==> config.mk <==
export PLATFORM = sky130hd
export DESIGN_NAME = seg_reasm
export DESIGN_NICKNAME = d
export VERILOG_FILES = /design/src/sro_types_pkg.sv /design/src/ro_bound.sv /design/src/sro_regs.sv /design/src/seg_reasm.sv
export VERILOG_INCLUDE_DIRS = /design/src
export SDC_FILE = /design/constraint.sdc
export NUM_CORES = 2
export LEC_CHECK = 0
export BUFFER_PORTS_ARGS = -buffer_cell sky130_fd_sc_hd__buf_4
export CAP_MARGIN = 20
export CORE_MARGIN = 5
export CORE_UTILIZATION = 56
export DETAILED_ROUTE_END_ITERATION = 8
export HOLD_SLACK_MARGIN = 0.03
export PLACE_DENSITY = 0.8
export SYNTH_ARGS = -nofsm -noshare
export SYNTH_HDL_FRONTEND = slang
export SYNTH_SLANG_ARGS = --single-unit
==> constraint.sdc <==
create_clock -name CLK -period 29.9 [get_ports CLK]
set_clock_uncertainty 0.15 [all_clocks]
set_input_delay 2.99 -clock CLK [delete_from_list [all_inputs] [get_ports CLK]]
set_output_delay 2.99 -clock CLK [all_outputs]
set_load 0.01 [all_outputs]
==> src/sro_params.svh <==
`ifndef SRO_PARAMS_SVH
`define SRO_PARAMS_SVH

// Categories handled at once and the F_CTL flag position
`define NUM_CAT 4
`define FCTL_RO_BIT 3

// Register byte offsets; REG_RX_SPACE_HI is the high nibble of the RX space block
`define REG_CTRL 8'h00
`define REG_REMOTE_MODE 8'h04
`define REG_LOCAL_MODE 8'h08
`define REG_TX_CFG 8'h0c
`define REG_TX_INIT_RO 8'h10
`define REG_TX_UNIT_LEN 8'h14
`define REG_TX_SPACE 8'h18
`define REG_TX_PARAM 8'h1c
`define REG_RX_SPACE_HI 4'h2
`define REG_STATUS 8'h30
`define REG_COUNTS 8'h34

// Field positions
`define CTRL_TX_START 0
`define CTRL_RX_CLEAR 1
`define CTRL_TX_NEWSEQ 2
`define STAT_TX_BUSY 0
`define STAT_TX_ERR 1
`define STAT_SEQ_GAP 2
`define TX_MAXLEN_LSB 16

// Reset values
`define RST_MODES 8'h00
`define RST_MAXLEN 16'h0800
`define RST_SPACE 32'hffffffff

// Reject reason codes, values arbitrary
`define RJT_RO_NOT_SUP 8'h01
`define RJT_RO_OOB 8'h02
`define RJT_INV_PARAM 8'h03

`endif

==> src/sro_types_pkg.sv <==
package sro_types_pkg;

	typedef enum logic [1:0] {
		RO_NONE = 2'b00,
		RO_CONT = 2'b01,
		RO_RAND = 2'b10
	} ro_mode_t;

	typedef enum logic [1:0] {
		TX_IDLE = 2'b00,
		TX_SEND = 2'b01,
		TX_WAIT = 2'b10
	} tx_state_t;

endpackage

==> src/ro_bound.sv <==
module ro_bound (
	input wire logic [31:0] offset,
	input wire logic [15:0] len,
	input wire logic [31:0] space,
	output logic fits
);

	// 33-bit sum so an offset near the top cannot wrap back into range
	assign fits = ({1'b0, offset} + {17'h0_0000, len}) <= {1'b0, space};

endmodule // ro_bound

==> src/sro_regs.sv <==
`include "sro_params.svh"

module sro_regs (
	input wire logic clk,
	input wire logic rst,
	input wire logic [7:0] address,
	input wire logic read,
	input wire logic write,
	input wire logic [31:0] writedata,
	input wire logic [3:0] byteenable,
	output logic [31:0] readdata,
	output logic waitrequest,
	output logic tx_start_p,
	output logic tx_newseq_p,
	output logic rx_clear_p,
	output logic [2:0] stat_clr_p,
	output logic [7:0] remote_modes,
	output logic [7:0] local_modes,
	output logic [1:0] tx_cat,
	output logic [15:0] tx_maxlen,
	output logic [31:0] tx_init_ro,
	output logic [31:0] tx_unit_len,
	output logic [31:0] tx_space,
	output logic [31:0] tx_param,
	output logic [3:0][31:0] rx_space,
	input wire logic [2:0] status,
	input wire logic [7:0] discard_cnt,
	input wire logic [15:0] prjt_cnt
);

	function automatic logic [31:0] merge(input logic [31:0] old,
		input logic [31:0] wd, input logic [3:0] be);
		logic [31:0] r;
		r = old;
		for (int i = 0; i < 4; i++) begin
			if (be[i]) r[8*i +: 8] = wd[8*i +: 8];
		end
		return r;
	endfunction

	logic wait_q;
	logic wr_ok;
	logic [31:0] rd_d;
	logic [31:0] cfg_w;
	logic [31:0] cfg_m;

	assign waitrequest = wait_q;
	// A write lands only on the edge where the master sees waitrequest low
	assign wr_ok = write && !wait_q;
	assign cfg_w = {tx_maxlen, 14'h0000, tx_cat};
	assign cfg_m = merge(cfg_w, writedata, byteenable);

	always_ff @(posedge clk or posedge rst) begin
		if (rst) wait_q <= 1'b1;
		else wait_q <= !((read || write) && wait_q);
	end

	always_comb begin
		rd_d = 32'h0000_0000;
		if (address == `REG_REMOTE_MODE) rd_d = {24'h00_0000, remote_modes};
		else if (address == `REG_LOCAL_MODE) rd_d = {24'h00_0000, local_modes};
		else if (address == `REG_TX_CFG) rd_d = cfg_w;
		else if (address == `REG_TX_INIT_RO) rd_d = tx_init_ro;
		else if (address == `REG_TX_UNIT_LEN) rd_d = tx_unit_len;
		else if (address == `REG_TX_SPACE) rd_d = tx_space;
		else if (address == `REG_TX_PARAM) rd_d = tx_param;
		else if (address[7:4] == `REG_RX_SPACE_HI) rd_d = rx_space[address[3:2]];
		else if (address == `REG_STATUS) rd_d = {29'h0000_0000, status};
		else if (address == `REG_COUNTS) rd_d = {prjt_cnt, 8'h00, discard_cnt};
	end

	always_ff @(posedge clk or posedge rst) begin
		if (rst) readdata <= 32'h0000_0000;
		else if (read && wait_q) readdata <= rd_d;
	end

	always_ff @(posedge clk or posedge rst) begin
		if (rst) begin
			remote_modes <= `RST_MODES;
			local_modes <= `RST_MODES;
			tx_cat <= 2'h0;
			tx_maxlen <= `RST_MAXLEN;
			tx_init_ro <= 32'h0000_0000;
			tx_unit_len <= 32'h0000_0000;
			tx_space <= `RST_SPACE;
			tx_param <= 32'h0000_0000;
			rx_space <= {4{`RST_SPACE}};
		end else if (wr_ok) begin
			if (address == `REG_REMOTE_MODE) begin
				remote_modes <= writedata[7:0];
			end else if (address == `REG_LOCAL_MODE) begin
				local_modes <= writedata[7:0];
			end else if (address == `REG_TX_CFG) begin
				tx_maxlen <= cfg_m[31:16];
				tx_cat <= cfg_m[1:0];
			end else if (address == `REG_TX_INIT_RO) begin
				tx_init_ro <= merge(tx_init_ro, writedata, byteenable);
			end else if (address == `REG_TX_UNIT_LEN) begin
				tx_unit_len <= merge(tx_unit_len, writedata, byteenable);
			end else if (address == `REG_TX_SPACE) begin
				tx_space <= merge(tx_space, writedata, byteenable);
			end else if (address == `REG_TX_PARAM) begin
				tx_param <= merge(tx_param, writedata, byteenable);
			end else if (address[7:4] == `REG_RX_SPACE_HI) begin
				rx_space[address[3:2]] <= merge(rx_space[address[3:2]],
					writedata, byteenable);
			end
		end
	end

	always_ff @(posedge clk or posedge rst) begin
		if (rst) begin
			tx_start_p <= 1'b0;
			tx_newseq_p <= 1'b0;
			rx_clear_p <= 1'b0;
			stat_clr_p <= 3'h0;
		end else begin
			tx_start_p <= wr_ok && address == `REG_CTRL && byteenable[0]
				&& writedata[`CTRL_TX_START];
			tx_newseq_p <= wr_ok && address == `REG_CTRL && byteenable[0]
				&& writedata[`CTRL_TX_NEWSEQ];
			rx_clear_p <= wr_ok && address == `REG_CTRL && byteenable[0]
				&& writedata[`CTRL_RX_CLEAR];
			stat_clr_p <= (wr_ok && address == `REG_STATUS && byteenable[0])
				? writedata[2:0] : 3'h0;
		end
	end

endmodule // sro_regs

==> src/seg_reasm.sv <==
// Register access over Avalon-MM and the register addresses were left to the implementer.
`include "sro_params.svh"


module seg_reasm (
	input wire logic CLK,
	input wire logic RST,
	input wire logic [7:0] AVS_ADDRESS,
	input wire logic AVS_READ,
	input wire logic AVS_WRITE,
	input wire logic [31:0] AVS_WRITEDATA,
	input wire logic [3:0] AVS_BYTEENABLE,
	output logic [31:0] AVS_READDATA,
	output logic AVS_WAITREQUEST,
	output logic TX_VALID,
	input wire logic TX_READY,
	output logic [1:0] TX_CAT,
	output logic TX_RO_PRESENT,
	output logic [31:0] TX_PARAM,
	output logic [15:0] TX_SEQ_CNT,
	output logic [15:0] TX_LEN,
	output logic TX_LAST,
	input wire logic RX_VALID,
	input wire logic RX_NEW_SEQ,
	input wire logic [1:0] RX_CAT,
	input wire logic [23:0] RX_F_CTL,
	input wire logic [31:0] RX_PARAM,
	input wire logic [15:0] RX_SEQ_CNT,
	input wire logic [15:0] RX_LEN,
	input wire logic RX_ACK_CLASS,
	output logic RX_PLACE_VALID,
	output logic [1:0] RX_PLACE_CAT,
	output logic [31:0] RX_PLACE_OFFSET,
	output logic [15:0] RX_PLACE_LEN,
	output logic RX_DISCARD,
	output logic RX_PRJT_VALID,
	output logic [7:0] RX_PRJT_REASON
);

	logic tx_start_p, tx_newseq_p, rx_clear_p;
	logic [2:0] stat_clr_p;
	logic [7:0] remote_modes, local_modes;
	logic [1:0] cfg_cat;
	logic [15:0] cfg_maxlen;
	logic [31:0] cfg_init_ro, cfg_unit_len, cfg_space, cfg_param;
	logic [3:0][31:0] rx_space;
	logic tx_err_q, seq_gap_q;
	logic [7:0] discard_cnt_q;
	logic [15:0] prjt_cnt_q;
	sro_types_pkg::tx_state_t state_q;

	sro_regs u_regs (
		.clk(CLK),
		.rst(RST),
		.address(AVS_ADDRESS),
		.read(AVS_READ),
		.write(AVS_WRITE),
		.writedata(AVS_WRITEDATA),
		.byteenable(AVS_BYTEENABLE),
		.readdata(AVS_READDATA),
		.waitrequest(AVS_WAITREQUEST),
		.tx_start_p(tx_start_p),
		.tx_newseq_p(tx_newseq_p),
		.rx_clear_p(rx_clear_p),
		.stat_clr_p(stat_clr_p),
		.remote_modes(remote_modes),
		.local_modes(local_modes),
		.tx_cat(cfg_cat),
		.tx_maxlen(cfg_maxlen),
		.tx_init_ro(cfg_init_ro),
		.tx_unit_len(cfg_unit_len),
		.tx_space(cfg_space),
		.tx_param(cfg_param),
		.rx_space(rx_space),
		.status({seq_gap_q, tx_err_q, state_q != sro_types_pkg::TX_IDLE}),
		.discard_cnt(discard_cnt_q),
		.prjt_cnt(prjt_cnt_q)
	);

	// ---------------- Segmentation ----------------

	sro_types_pkg::ro_mode_t mode_q;
	logic [1:0] cat_q;
	logic [31:0] ro_q, rem_q, unit_init_q, space_q, param_q;
	logic [15:0] maxlen_q, seq_q, len_w;
	logic first_q, valid_q, tx_fit;

	// Frame size is the smaller of what remains and the payload limit
	assign len_w = (rem_q > {16'h0000, maxlen_q}) ? maxlen_q : rem_q[15:0];

	ro_bound u_tx_bound (
		.offset(ro_q),
		.len(len_w),
		.space(space_q),
		.fits(tx_fit)
	);

	// Unit settings are latched at start so software may stage the next unit
	always_ff @(posedge CLK or posedge RST) begin
		if (RST) begin
			state_q <= sro_types_pkg::TX_IDLE;
			mode_q <= sro_types_pkg::RO_NONE;
			cat_q <= 2'h0;
			ro_q <= 32'h0000_0000;
			rem_q <= 32'h0000_0000;
			unit_init_q <= 32'h0000_0000;
			space_q <= 32'h0000_0000;
			param_q <= 32'h0000_0000;
			maxlen_q <= 16'h0000;
			first_q <= 1'b0;
		end else begin
			case (state_q)
				sro_types_pkg::TX_IDLE: begin
					if (tx_start_p) begin
						// Fresh offset state per unit, any start offset taken
						cat_q <= cfg_cat;
						mode_q <= sro_types_pkg::ro_mode_t'(remote_modes[2*cfg_cat +: 2]);
						ro_q <= cfg_init_ro;
						unit_init_q <= cfg_init_ro;
						rem_q <= cfg_unit_len;
						space_q <= cfg_space;
						param_q <= cfg_param;
						maxlen_q <= cfg_maxlen;
						first_q <= 1'b1;
						state_q <= sro_types_pkg::TX_SEND;
					end
				end
				sro_types_pkg::TX_SEND: begin
					if (rem_q == 32'h0000_0000 || maxlen_q == 16'h0000) begin
						state_q <= sro_types_pkg::TX_IDLE;
					end else if (mode_q != sro_types_pkg::RO_NONE && !tx_fit) begin
						state_q <= sro_types_pkg::TX_IDLE;
					end else begin
						state_q <= sro_types_pkg::TX_WAIT;
					end
				end
				sro_types_pkg::TX_WAIT: begin
					if (TX_READY) begin
						// Offset advances by the payload just sent
						ro_q <= ro_q + {16'h0000, TX_LEN};
						rem_q <= rem_q - {16'h0000, TX_LEN};
						first_q <= 1'b0;
						state_q <= sro_types_pkg::TX_SEND;
					end
				end
				default: state_q <= sro_types_pkg::TX_IDLE;
			endcase
		end
	end

	// Count keeps running across units until software opens a new Sequence
	always_ff @(posedge CLK or posedge RST) begin
		if (RST) seq_q <= 16'h0000;
		else if (tx_newseq_p && state_q == sro_types_pkg::TX_IDLE) seq_q <= 16'h0000;
		else if (state_q == sro_types_pkg::TX_WAIT && TX_READY) seq_q <= seq_q + 16'h0001;
	end

	always_ff @(posedge CLK or posedge RST) begin
		if (RST) begin
			valid_q <= 1'b0;
			TX_CAT <= 2'h0;
			TX_RO_PRESENT <= 1'b0;
			TX_PARAM <= 32'h0000_0000;
			TX_LEN <= 16'h0000;
			TX_LAST <= 1'b0;
		end else if (state_q == sro_types_pkg::TX_SEND && rem_q != 32'h0000_0000
			&& maxlen_q != 16'h0000
			&& (mode_q == sro_types_pkg::RO_NONE || tx_fit)) begin
			valid_q <= 1'b1;
			TX_CAT <= cat_q;
			TX_LEN <= len_w;
			TX_LAST <= rem_q <= {16'h0000, maxlen_q};
			if (mode_q == sro_types_pkg::RO_NONE) begin
				TX_RO_PRESENT <= 1'b0;
				TX_PARAM <= param_q;
			end else begin
				TX_RO_PRESENT <= 1'b1;
				TX_PARAM <= ro_q;
			end
		end else if (state_q == sro_types_pkg::TX_WAIT && TX_READY) begin
			valid_q <= 1'b0;
		end
	end

	assign TX_VALID = valid_q;
	assign TX_SEQ_CNT = seq_q;

	// A unit that would leave its offset space stops and is flagged
	always_ff @(posedge CLK or posedge RST) begin
		if (RST) tx_err_q <= 1'b0;
		else if (state_q == sro_types_pkg::TX_SEND && rem_q != 32'h0000_0000
			&& (maxlen_q == 16'h0000
			|| (mode_q != sro_types_pkg::RO_NONE && !tx_fit))) tx_err_q <= 1'b1;
		else if (stat_clr_p[`STAT_TX_ERR]) tx_err_q <= 1'b0;
	end

	AST_NOSUP_FLAG: assert property (@(posedge CLK) disable iff (RST)
		TX_VALID && mode_q == sro_types_pkg::RO_NONE
		|-> !TX_RO_PRESENT && TX_PARAM == param_q)
		else $error("offset flag set for a category without offset support");

	AST_RO_FLAG: assert property (@(posedge CLK) disable iff (RST)
		TX_VALID && mode_q != sro_types_pkg::RO_NONE |-> TX_RO_PRESENT)
		else $error("offset flag clear in an offset mode");

	AST_FIRST_RO: assert property (@(posedge CLK) disable iff (RST)
		TX_VALID && first_q && TX_RO_PRESENT |-> TX_PARAM == unit_init_q)
		else $error("first frame does not carry the start offset");

	AST_CONT_RO: assert property (@(posedge CLK) disable iff (RST)
		TX_VALID && TX_READY && !TX_LAST && mode_q == sro_types_pkg::RO_CONT
		|-> ##2 (!TX_VALID
		|| TX_PARAM == $past(TX_PARAM, 2) + {16'h0000, $past(TX_LEN, 2)}))
		else $error("offset of next frame is not continuous");

	AST_TX_SPACE: assert property (@(posedge CLK) disable iff (RST)
		TX_VALID && TX_RO_PRESENT
		|-> ({1'b0, TX_PARAM} + {17'h0_0000, TX_LEN}) <= {1'b0, space_q})
		else $error("frame leaves the offset space");

	// ---------------- Reassembly ----------------

	logic [31:0] exp_q [`NUM_CAT];
	logic [31:0] seqpos_q [`NUM_CAT];
	logic [15:0] lastseq_q [`NUM_CAT];
	logic [`NUM_CAT-1:0] started_q, seqseen_q;
	sro_types_pkg::ro_mode_t lmode;
	logic ro_flag, started_eff, seqseen_eff, rx_fit;
	logic act_seq, act_ro, drop, rjt;
	logic [7:0] reason;
	logic [31:0] seqpos_eff;

	assign ro_flag = RX_F_CTL[`FCTL_RO_BIT];
	assign lmode = sro_types_pkg::ro_mode_t'(local_modes[2*RX_CAT +: 2]);
	// The first frame of a new Sequence sees its own category fresh
	assign started_eff = started_q[RX_CAT] && !RX_NEW_SEQ;
	assign seqseen_eff = seqseen_q[RX_CAT] && !RX_NEW_SEQ;
	assign seqpos_eff = RX_NEW_SEQ ? 32'h0000_0000 : seqpos_q[RX_CAT];

	ro_bound u_rx_bound (
		.offset(RX_PARAM),
		.len(RX_LEN),
		.space(rx_space[RX_CAT]),
		.fits(rx_fit)
	);

	always_comb begin
		act_seq = 1'b0;
		act_ro = 1'b0;
		drop = 1'b0;
		rjt = 1'b0;
		reason = 8'h00;
		if (!ro_flag) begin
			act_seq = 1'b1;
		end else if (lmode == sro_types_pkg::RO_NONE) begin
			drop = 1'b1;
			rjt = RX_ACK_CLASS;
			reason = `RJT_RO_NOT_SUP;
		end else if (!rx_fit) begin
			drop = 1'b1;
			rjt = 1'b1;
			reason = `RJT_INV_PARAM;
		end else if (lmode == sro_types_pkg::RO_CONT && started_eff
			&& RX_PARAM != exp_q[RX_CAT]) begin
			drop = 1'b1;
			rjt = RX_ACK_CLASS;
			reason = `RJT_RO_OOB;
		end else begin
			act_ro = 1'b1;
		end
	end

	// One state slice per category; a new-Sequence frame on any category clears the other categories' state
	for (genvar g = 0; g < `NUM_CAT; g++) begin : g_cat
		always_ff @(posedge CLK or posedge RST) begin
			if (RST) begin
				exp_q[g] <= 32'h0000_0000;
				seqpos_q[g] <= 32'h0000_0000;
				lastseq_q[g] <= 16'h0000;
				started_q[g] <= 1'b0;
				seqseen_q[g] <= 1'b0;
			end else if (rx_clear_p || (RX_VALID && RX_NEW_SEQ
				&& RX_CAT != 2'(g))) begin
				seqpos_q[g] <= 32'h0000_0000;
				started_q[g] <= 1'b0;
				seqseen_q[g] <= 1'b0;
			end else if (RX_VALID && RX_CAT == 2'(g)) begin
				started_q[g] <= act_ro || started_eff;
				seqseen_q[g] <= act_seq || seqseen_eff;
				seqpos_q[g] <= act_seq ? seqpos_eff + {16'h0000, RX_LEN}
					: seqpos_eff;
				if (act_seq) lastseq_q[g] <= RX_SEQ_CNT;
				if (act_ro) exp_q[g] <= RX_PARAM + {16'h0000, RX_LEN};
			end
		end
	end

	// Payload itself is out of band; only the placement is produced here
	always_ff @(posedge CLK or posedge RST) begin
		if (RST) begin
			RX_PLACE_VALID <= 1'b0;
			RX_PLACE_CAT <= 2'h0;
			RX_PLACE_OFFSET <= 32'h0000_0000;
			RX_PLACE_LEN <= 16'h0000;
			RX_DISCARD <= 1'b0;
			RX_PRJT_VALID <= 1'b0;
			RX_PRJT_REASON <= 8'h00;
		end else begin
			RX_PLACE_VALID <= RX_VALID && (act_seq || act_ro);
			RX_DISCARD <= RX_VALID && drop;
			RX_PRJT_VALID <= RX_VALID && rjt;
			if (RX_VALID) begin
				RX_PLACE_CAT <= RX_CAT;
				RX_PLACE_LEN <= RX_LEN;
				RX_PLACE_OFFSET <= act_ro ? RX_PARAM : seqpos_eff;
				RX_PRJT_REASON <= reason;
			end
		end
	end

	// Counts wrap modulo 65536, so FFFFh followed by 0000h is no gap
	always_ff @(posedge CLK or posedge RST) begin
		if (RST) seq_gap_q <= 1'b0;
		else if (RX_VALID && act_seq && seqseen_eff
			&& RX_SEQ_CNT != lastseq_q[RX_CAT] + 16'h0001) seq_gap_q <= 1'b1;
		else if (stat_clr_p[`STAT_SEQ_GAP]) seq_gap_q <= 1'b0;
	end

	always_ff @(posedge CLK or posedge RST) begin
		if (RST) begin
			discard_cnt_q <= 8'h00;
			prjt_cnt_q <= 16'h0000;
		end else if (rx_clear_p) begin
			discard_cnt_q <= 8'h00;
			prjt_cnt_q <= 16'h0000;
		end else begin
			if (RX_VALID && drop) discard_cnt_q <= discard_cnt_q + 8'h01;
			if (RX_VALID && rjt) prjt_cnt_q <= prjt_cnt_q + 16'h0001;
		end
	end

	AST_NOSUP_DISCARD: assert property (@(posedge CLK) disable iff (RST)
		RX_VALID && ro_flag && lmode == sro_types_pkg::RO_NONE
		|=> RX_DISCARD && !RX_PLACE_VALID && RX_PRJT_VALID == $past(RX_ACK_CLASS)
		&& (!RX_PRJT_VALID || RX_PRJT_REASON == `RJT_RO_NOT_SUP))
		else $error("unsupported offset frame not discarded correctly");

	AST_SEQ_PLACE: assert property (@(posedge CLK) disable iff (RST)
		RX_VALID && !ro_flag
		|=> RX_PLACE_VALID && !RX_DISCARD && RX_PLACE_OFFSET == $past(seqpos_eff))
		else $error("flag-clear frame not placed by count");

	AST_SEQ_CHAIN: assert property (@(posedge CLK) disable iff (RST)
		RX_VALID && !ro_flag ##1 RX_VALID && !ro_flag && !RX_NEW_SEQ
		&& RX_CAT == $past(RX_CAT)
		|=> RX_PLACE_OFFSET == $past(RX_PLACE_OFFSET) + {16'h0000, $past(RX_PLACE_LEN)})
		else $error("count placement does not follow previous frame");

	AST_RO_PLACE: assert property (@(posedge CLK) disable iff (RST)
		RX_VALID && ro_flag && rx_fit && lmode != sro_types_pkg::RO_NONE
		&& lmode != sro_types_pkg::RO_CONT
		|=> RX_PLACE_VALID && RX_PLACE_OFFSET == $past(RX_PARAM))
		else $error("offset frame not placed at its offset");

	AST_OOB_REJECT: assert property (@(posedge CLK) disable iff (RST)
		RX_VALID && ro_flag && rx_fit && lmode == sro_types_pkg::RO_CONT
		&& started_eff && RX_PARAM != exp_q[RX_CAT] && RX_ACK_CLASS
		|=> RX_DISCARD && RX_PRJT_VALID && RX_PRJT_REASON == `RJT_RO_OOB)
		else $error("discontinuous offset not rejected");

	AST_INV_PARAM: assert property (@(posedge CLK) disable iff (RST)
		RX_VALID && ro_flag && !rx_fit && lmode != sro_types_pkg::RO_NONE
		|=> RX_PRJT_VALID && RX_PRJT_REASON == `RJT_INV_PARAM && !RX_PLACE_VALID)
		else $error("out of bounds offset not rejected");

endmodule // seg_reasm

==> flow_summary.yaml <==
synth:
  synth_seq_area_share: 0.4738
  synth_warnings: 0
  number_of_enable_type_register_cells_in_the_synthesized_netlist: 0
  asyncSetResetFlopFracSynth: 1.000
  syn-cell-area_sq_um: 50920
  yosys_register_bits: 956
  synth_flop_cell: "sky130_fd_sc_hd__dfrtp_1"
  synth_cell_types: 89
  synthCells: 4581
  synth.avg_cell_area_sq_um: 11.11
layout:
  fillerInstances: 6675
  finish.cell_count_without_fillers: 6033
  synthToLayoutAreaGrowth_pct: 13.24
  finish.net_count: 5079
  mostFrequentLayoutCells: "sky130_fd_sc_hd__dfrtp_1, sky130_fd_sc_hd__nand2_1, sky130_fd_sc_hd__mux2_2, sky130_fd_sc_hd__buf_4, sky130_fd_sc_hd__o21ai_0"
  commonest_non_fill_non_tap_cell_in_the_layout: "sky130_fd_sc_hd__dfrtp_1"
  multi_input_area_sq_um: 25160
  layout.cell_area.non_filler_sq_um: 57660
  register_area_sq_um: 24130
  fin_util: 0.6396
  drive_gt1_frac: 0.2572
detailed_routing:
  totalWireLength_um: 153300
  wire_per_inst_um: 25.41
  antenna_viol_nets_final: 0
  drt-vias-per-instance: 6.524
  dr.pass1.iters: 6
  post-route-drc-count: 0
  detailedRoute.firstIterationViolations: 4520
  dr_total_vias: 39360
grt:
  grt_overflow: 0
  grt_first_pass_wirelength_um: 237100
  grt_start_max_net_pins: 183
  antenna_violations_before_repair: 6
  first_global_vias: 39420
  grt.total_usage: 0.3083
timing:
  tightestPinTransition_ps: 1326
  maxSlewViolCount: 0
  finalCritPeriodShare: 0.3346
  fin_tns_setup_ps: 0
  post-route-min-period_ps: 10000
  setup_viol: 0
  finalHoldViolCount: 0
  grt_setup_unrepaired: "false"
  maxSlewHeadroom: 0.1108
  timing.fmax_mhz: 99.96
cts:
  cts_buffers: 102
  ctsResizeCount: 0
  post-cts-setup-buffers: 0
  clock_insertion_delay_worst_skew_ps: 680
  ctsHoldBuffers: 0
  clock_tree_from_tritoncts: "built"
  cts.root.buffer_cell: "sky130_fd_sc_hd__clkbuf_16"
  h-tree-depth: 3
  cts.clk_slew.worst_paths_ps: 60
  cts.path.max_buffers: 3
  clock_sinks: 956
critical_path:
  critPathLaunch: "maxlen_q[1]$_DFFE_PP0P_"
  setup.worst_path.end_class: "flip-flop"
  delay_of_the_slowest_cell_on_the_worst_path_ps: 870
  rr_worst_depth: 30
  cp_data_arrival_time_ps: 10410
  critical_path.reg2reg.endpoint: "TX_PARAM[22]$_DFFE_PP0P_"
  crit_type: "reg2reg"
  crit_path_max_delay_cell_type: "sky130_fd_sc_hd__o21a_1"
  worst_r2r_startpoint: "maxlen_q[1]$_DFFE_PP0P_"
  setup.reg_to_reg.worst_slack_ps: 19900
  start_kind: "flip-flop"
  worstPathMaxFanout: 54
  worst-endpoint-required_ps: 30300
  setup.worst_path.end: "TX_PARAM[22]$_DFFE_PP0P_"
placed_design:
  dp_hpwl_um: 106300
  placed_cell_area_sq_um: 53820
  gp_congestion: 0.9878
  place.detailed.instances: 5835
  io_buffers: 275
power_and_ir_drop:
  power_density_nw_per_um2: 56.24
  power.leakage_nw: 26.57
  ir_worst_vdd_v: 0.00004626
  totalPowerFinal_mw: 3.243
floorplan:
  initial_utilization: 0.5648
  die-width_um: 311.5
  core_sq_um: 90150
  floorplan.io_pins: 305
  y_dimension_of_the_die_um: 311.5
  die_area_sq_um: 97050
  num_rows: 110
worst_hold_path:
  min_path_cells: 1
  hold_path.class: "reg2reg"
run_status:
  run_status: "completed"
job:
  count_of_maximum_capacitance_violations: 0
where the power goes:
part / switching [mW] / total (mW) / internal [mW]
Sequential: 0.0573 / 1.43 / 1.37
Clock: 0.546 / 1.41 / 0.864
Combinational: 0.234 / 0.402 / 0.168
Total: 0.837 / 3.24 / 2.41
cell families after synthesis:
| logic type | share of synthesized area |
|---|---|
| AND/OR/NAND/NOR | 0.1074 |
| other | 0.00007365 |
| buffers and inverters | 0.03403 |
| adder cells (fa/ha/maj) | 0.04251 |
| XOR/XNOR | 0.03165 |
| flip-flops | 0.4738 |
| AO/OA/AOI/OAI | 0.1183 |
| multiplexers | 0.1922 |
worst max-delay path, delay by kind of cell (launching register included):
family	cells	cell delay, ps
xor+xnor	1	120
mux	2	860
buf+inv	2	540
flops	1	380
fa+ha+maj	3	1030
compound gates	13	3680
simple gates	9	3040
registers in the layout (all words and copies together) (netlist names), 64 cells and up:
register	flops
exp_q	128
seqpos_q	128
u_regs.rx_space	128
lastseq_q	64
synth_stat cells (49+ instances only):
library cell	count	area, sq um
sky130_fd_sc_hd__dfrtp_1	794	19870
sky130_fd_sc_hd__nand2_1	523	1963
sky130_fd_sc_hd__mux2_2	363	4088
sky130_fd_sc_hd__o21ai_0	316	1582
sky130_fd_sc_hd__nor2_1	262	983.4
sky130_fd_sc_hd__a21oi_1	230	1151
sky130_fd_sc_hd__clkbuf_1	186	698.2
sky130_fd_sc_hd__ha_1	165	2064
sky130_fd_sc_hd__dfstp_2	162	4257
sky130_fd_sc_hd__inv_1	148	555.5
sky130_fd_sc_hd__mux4_2	142	3198
sky130_fd_sc_hd__mux2i_1	112	1121
sky130_fd_sc_hd__xnor2_1	97	849.6
sky130_fd_sc_hd__a22o_1	93	814.5
sky130_fd_sc_hd__xor2_1	87	762.0
sky130_fd_sc_hd__nand3_1	83	415.4
sky130_fd_sc_hd__mux2_1	80	900.9
sky130_fd_sc_hd__nor3_1	54	270.3
sky130_fd_sc_hd__and2_1	53	331.6
sky130_fd_sc_hd__nand4_1	49	306.5
area by class of cell:
cell class | count | area share
diodes | 4 | 0.0001736
clock buffers | 139 | 0.05056
clock inverters | 51 | 0.01421
inverters | 149 | 0.009830
multi-input cells | 3227 | 0.4364
flip-flops and latches | 956 | 0.4184
well taps | 1176 | 0.02552
repair buffers | 331 | 0.04483
per-layer routing:
| metal | vias up | wire (um) | GRT usage |
|---|---|---|---|
| li1 | 16970 | - | - |
| met5 | - | 27 | 0 |
| met1 | 19750 | 59340 | 0.4184 |
| met3 | 464 | 17180 | 0.08068 |
| met2 | 2171 | 69250 | 0.4733 |
| met4 | 4 | 7528 | 0.1338 |
worst min-delay path by stage:
| stage | from | endpoint | slack (ps) |
|---|---|---|---|
| after floorplan | u_regs.stat_clr_p[2]$_DFF_PP0_ | seq_gap_q$_DFFE_PP0P_ | 260 |
| after global placement | u_regs.stat_clr_p[2]$_DFF_PP0_ | seq_gap_q$_DFFE_PP0P_ | 270 |
| after detailed placement | u_regs.stat_clr_p[2]$_DFF_PP0_ | seq_gap_q$_DFFE_PP0P_ | 290 |
| after CTS | u_regs.stat_clr_p[2]$_DFF_PP0_ | seq_gap_q$_DFFE_PP0P_ | 300 |
| after global routing | u_regs.stat_clr_p[2]$_DFF_PP0_ | seq_gap_q$_DFFE_PP0P_ | 310 |
| final | u_regs.stat_clr_p[2]$_DFF_PP0_ | seq_gap_q$_DFFE_PP0P_ | 310 |
per-stage QoR:
stage                     hold slack [ps]  worst slack, ps
final                               306.0            19900
after global routing                311.7            19600
after CTS                           302.3            20140
after detailed placement            286.7            20240
after global placement              268.1            20370
after floorplan                     259.6            139.6
No activity file was read; power rests on OpenSTA's default activity.
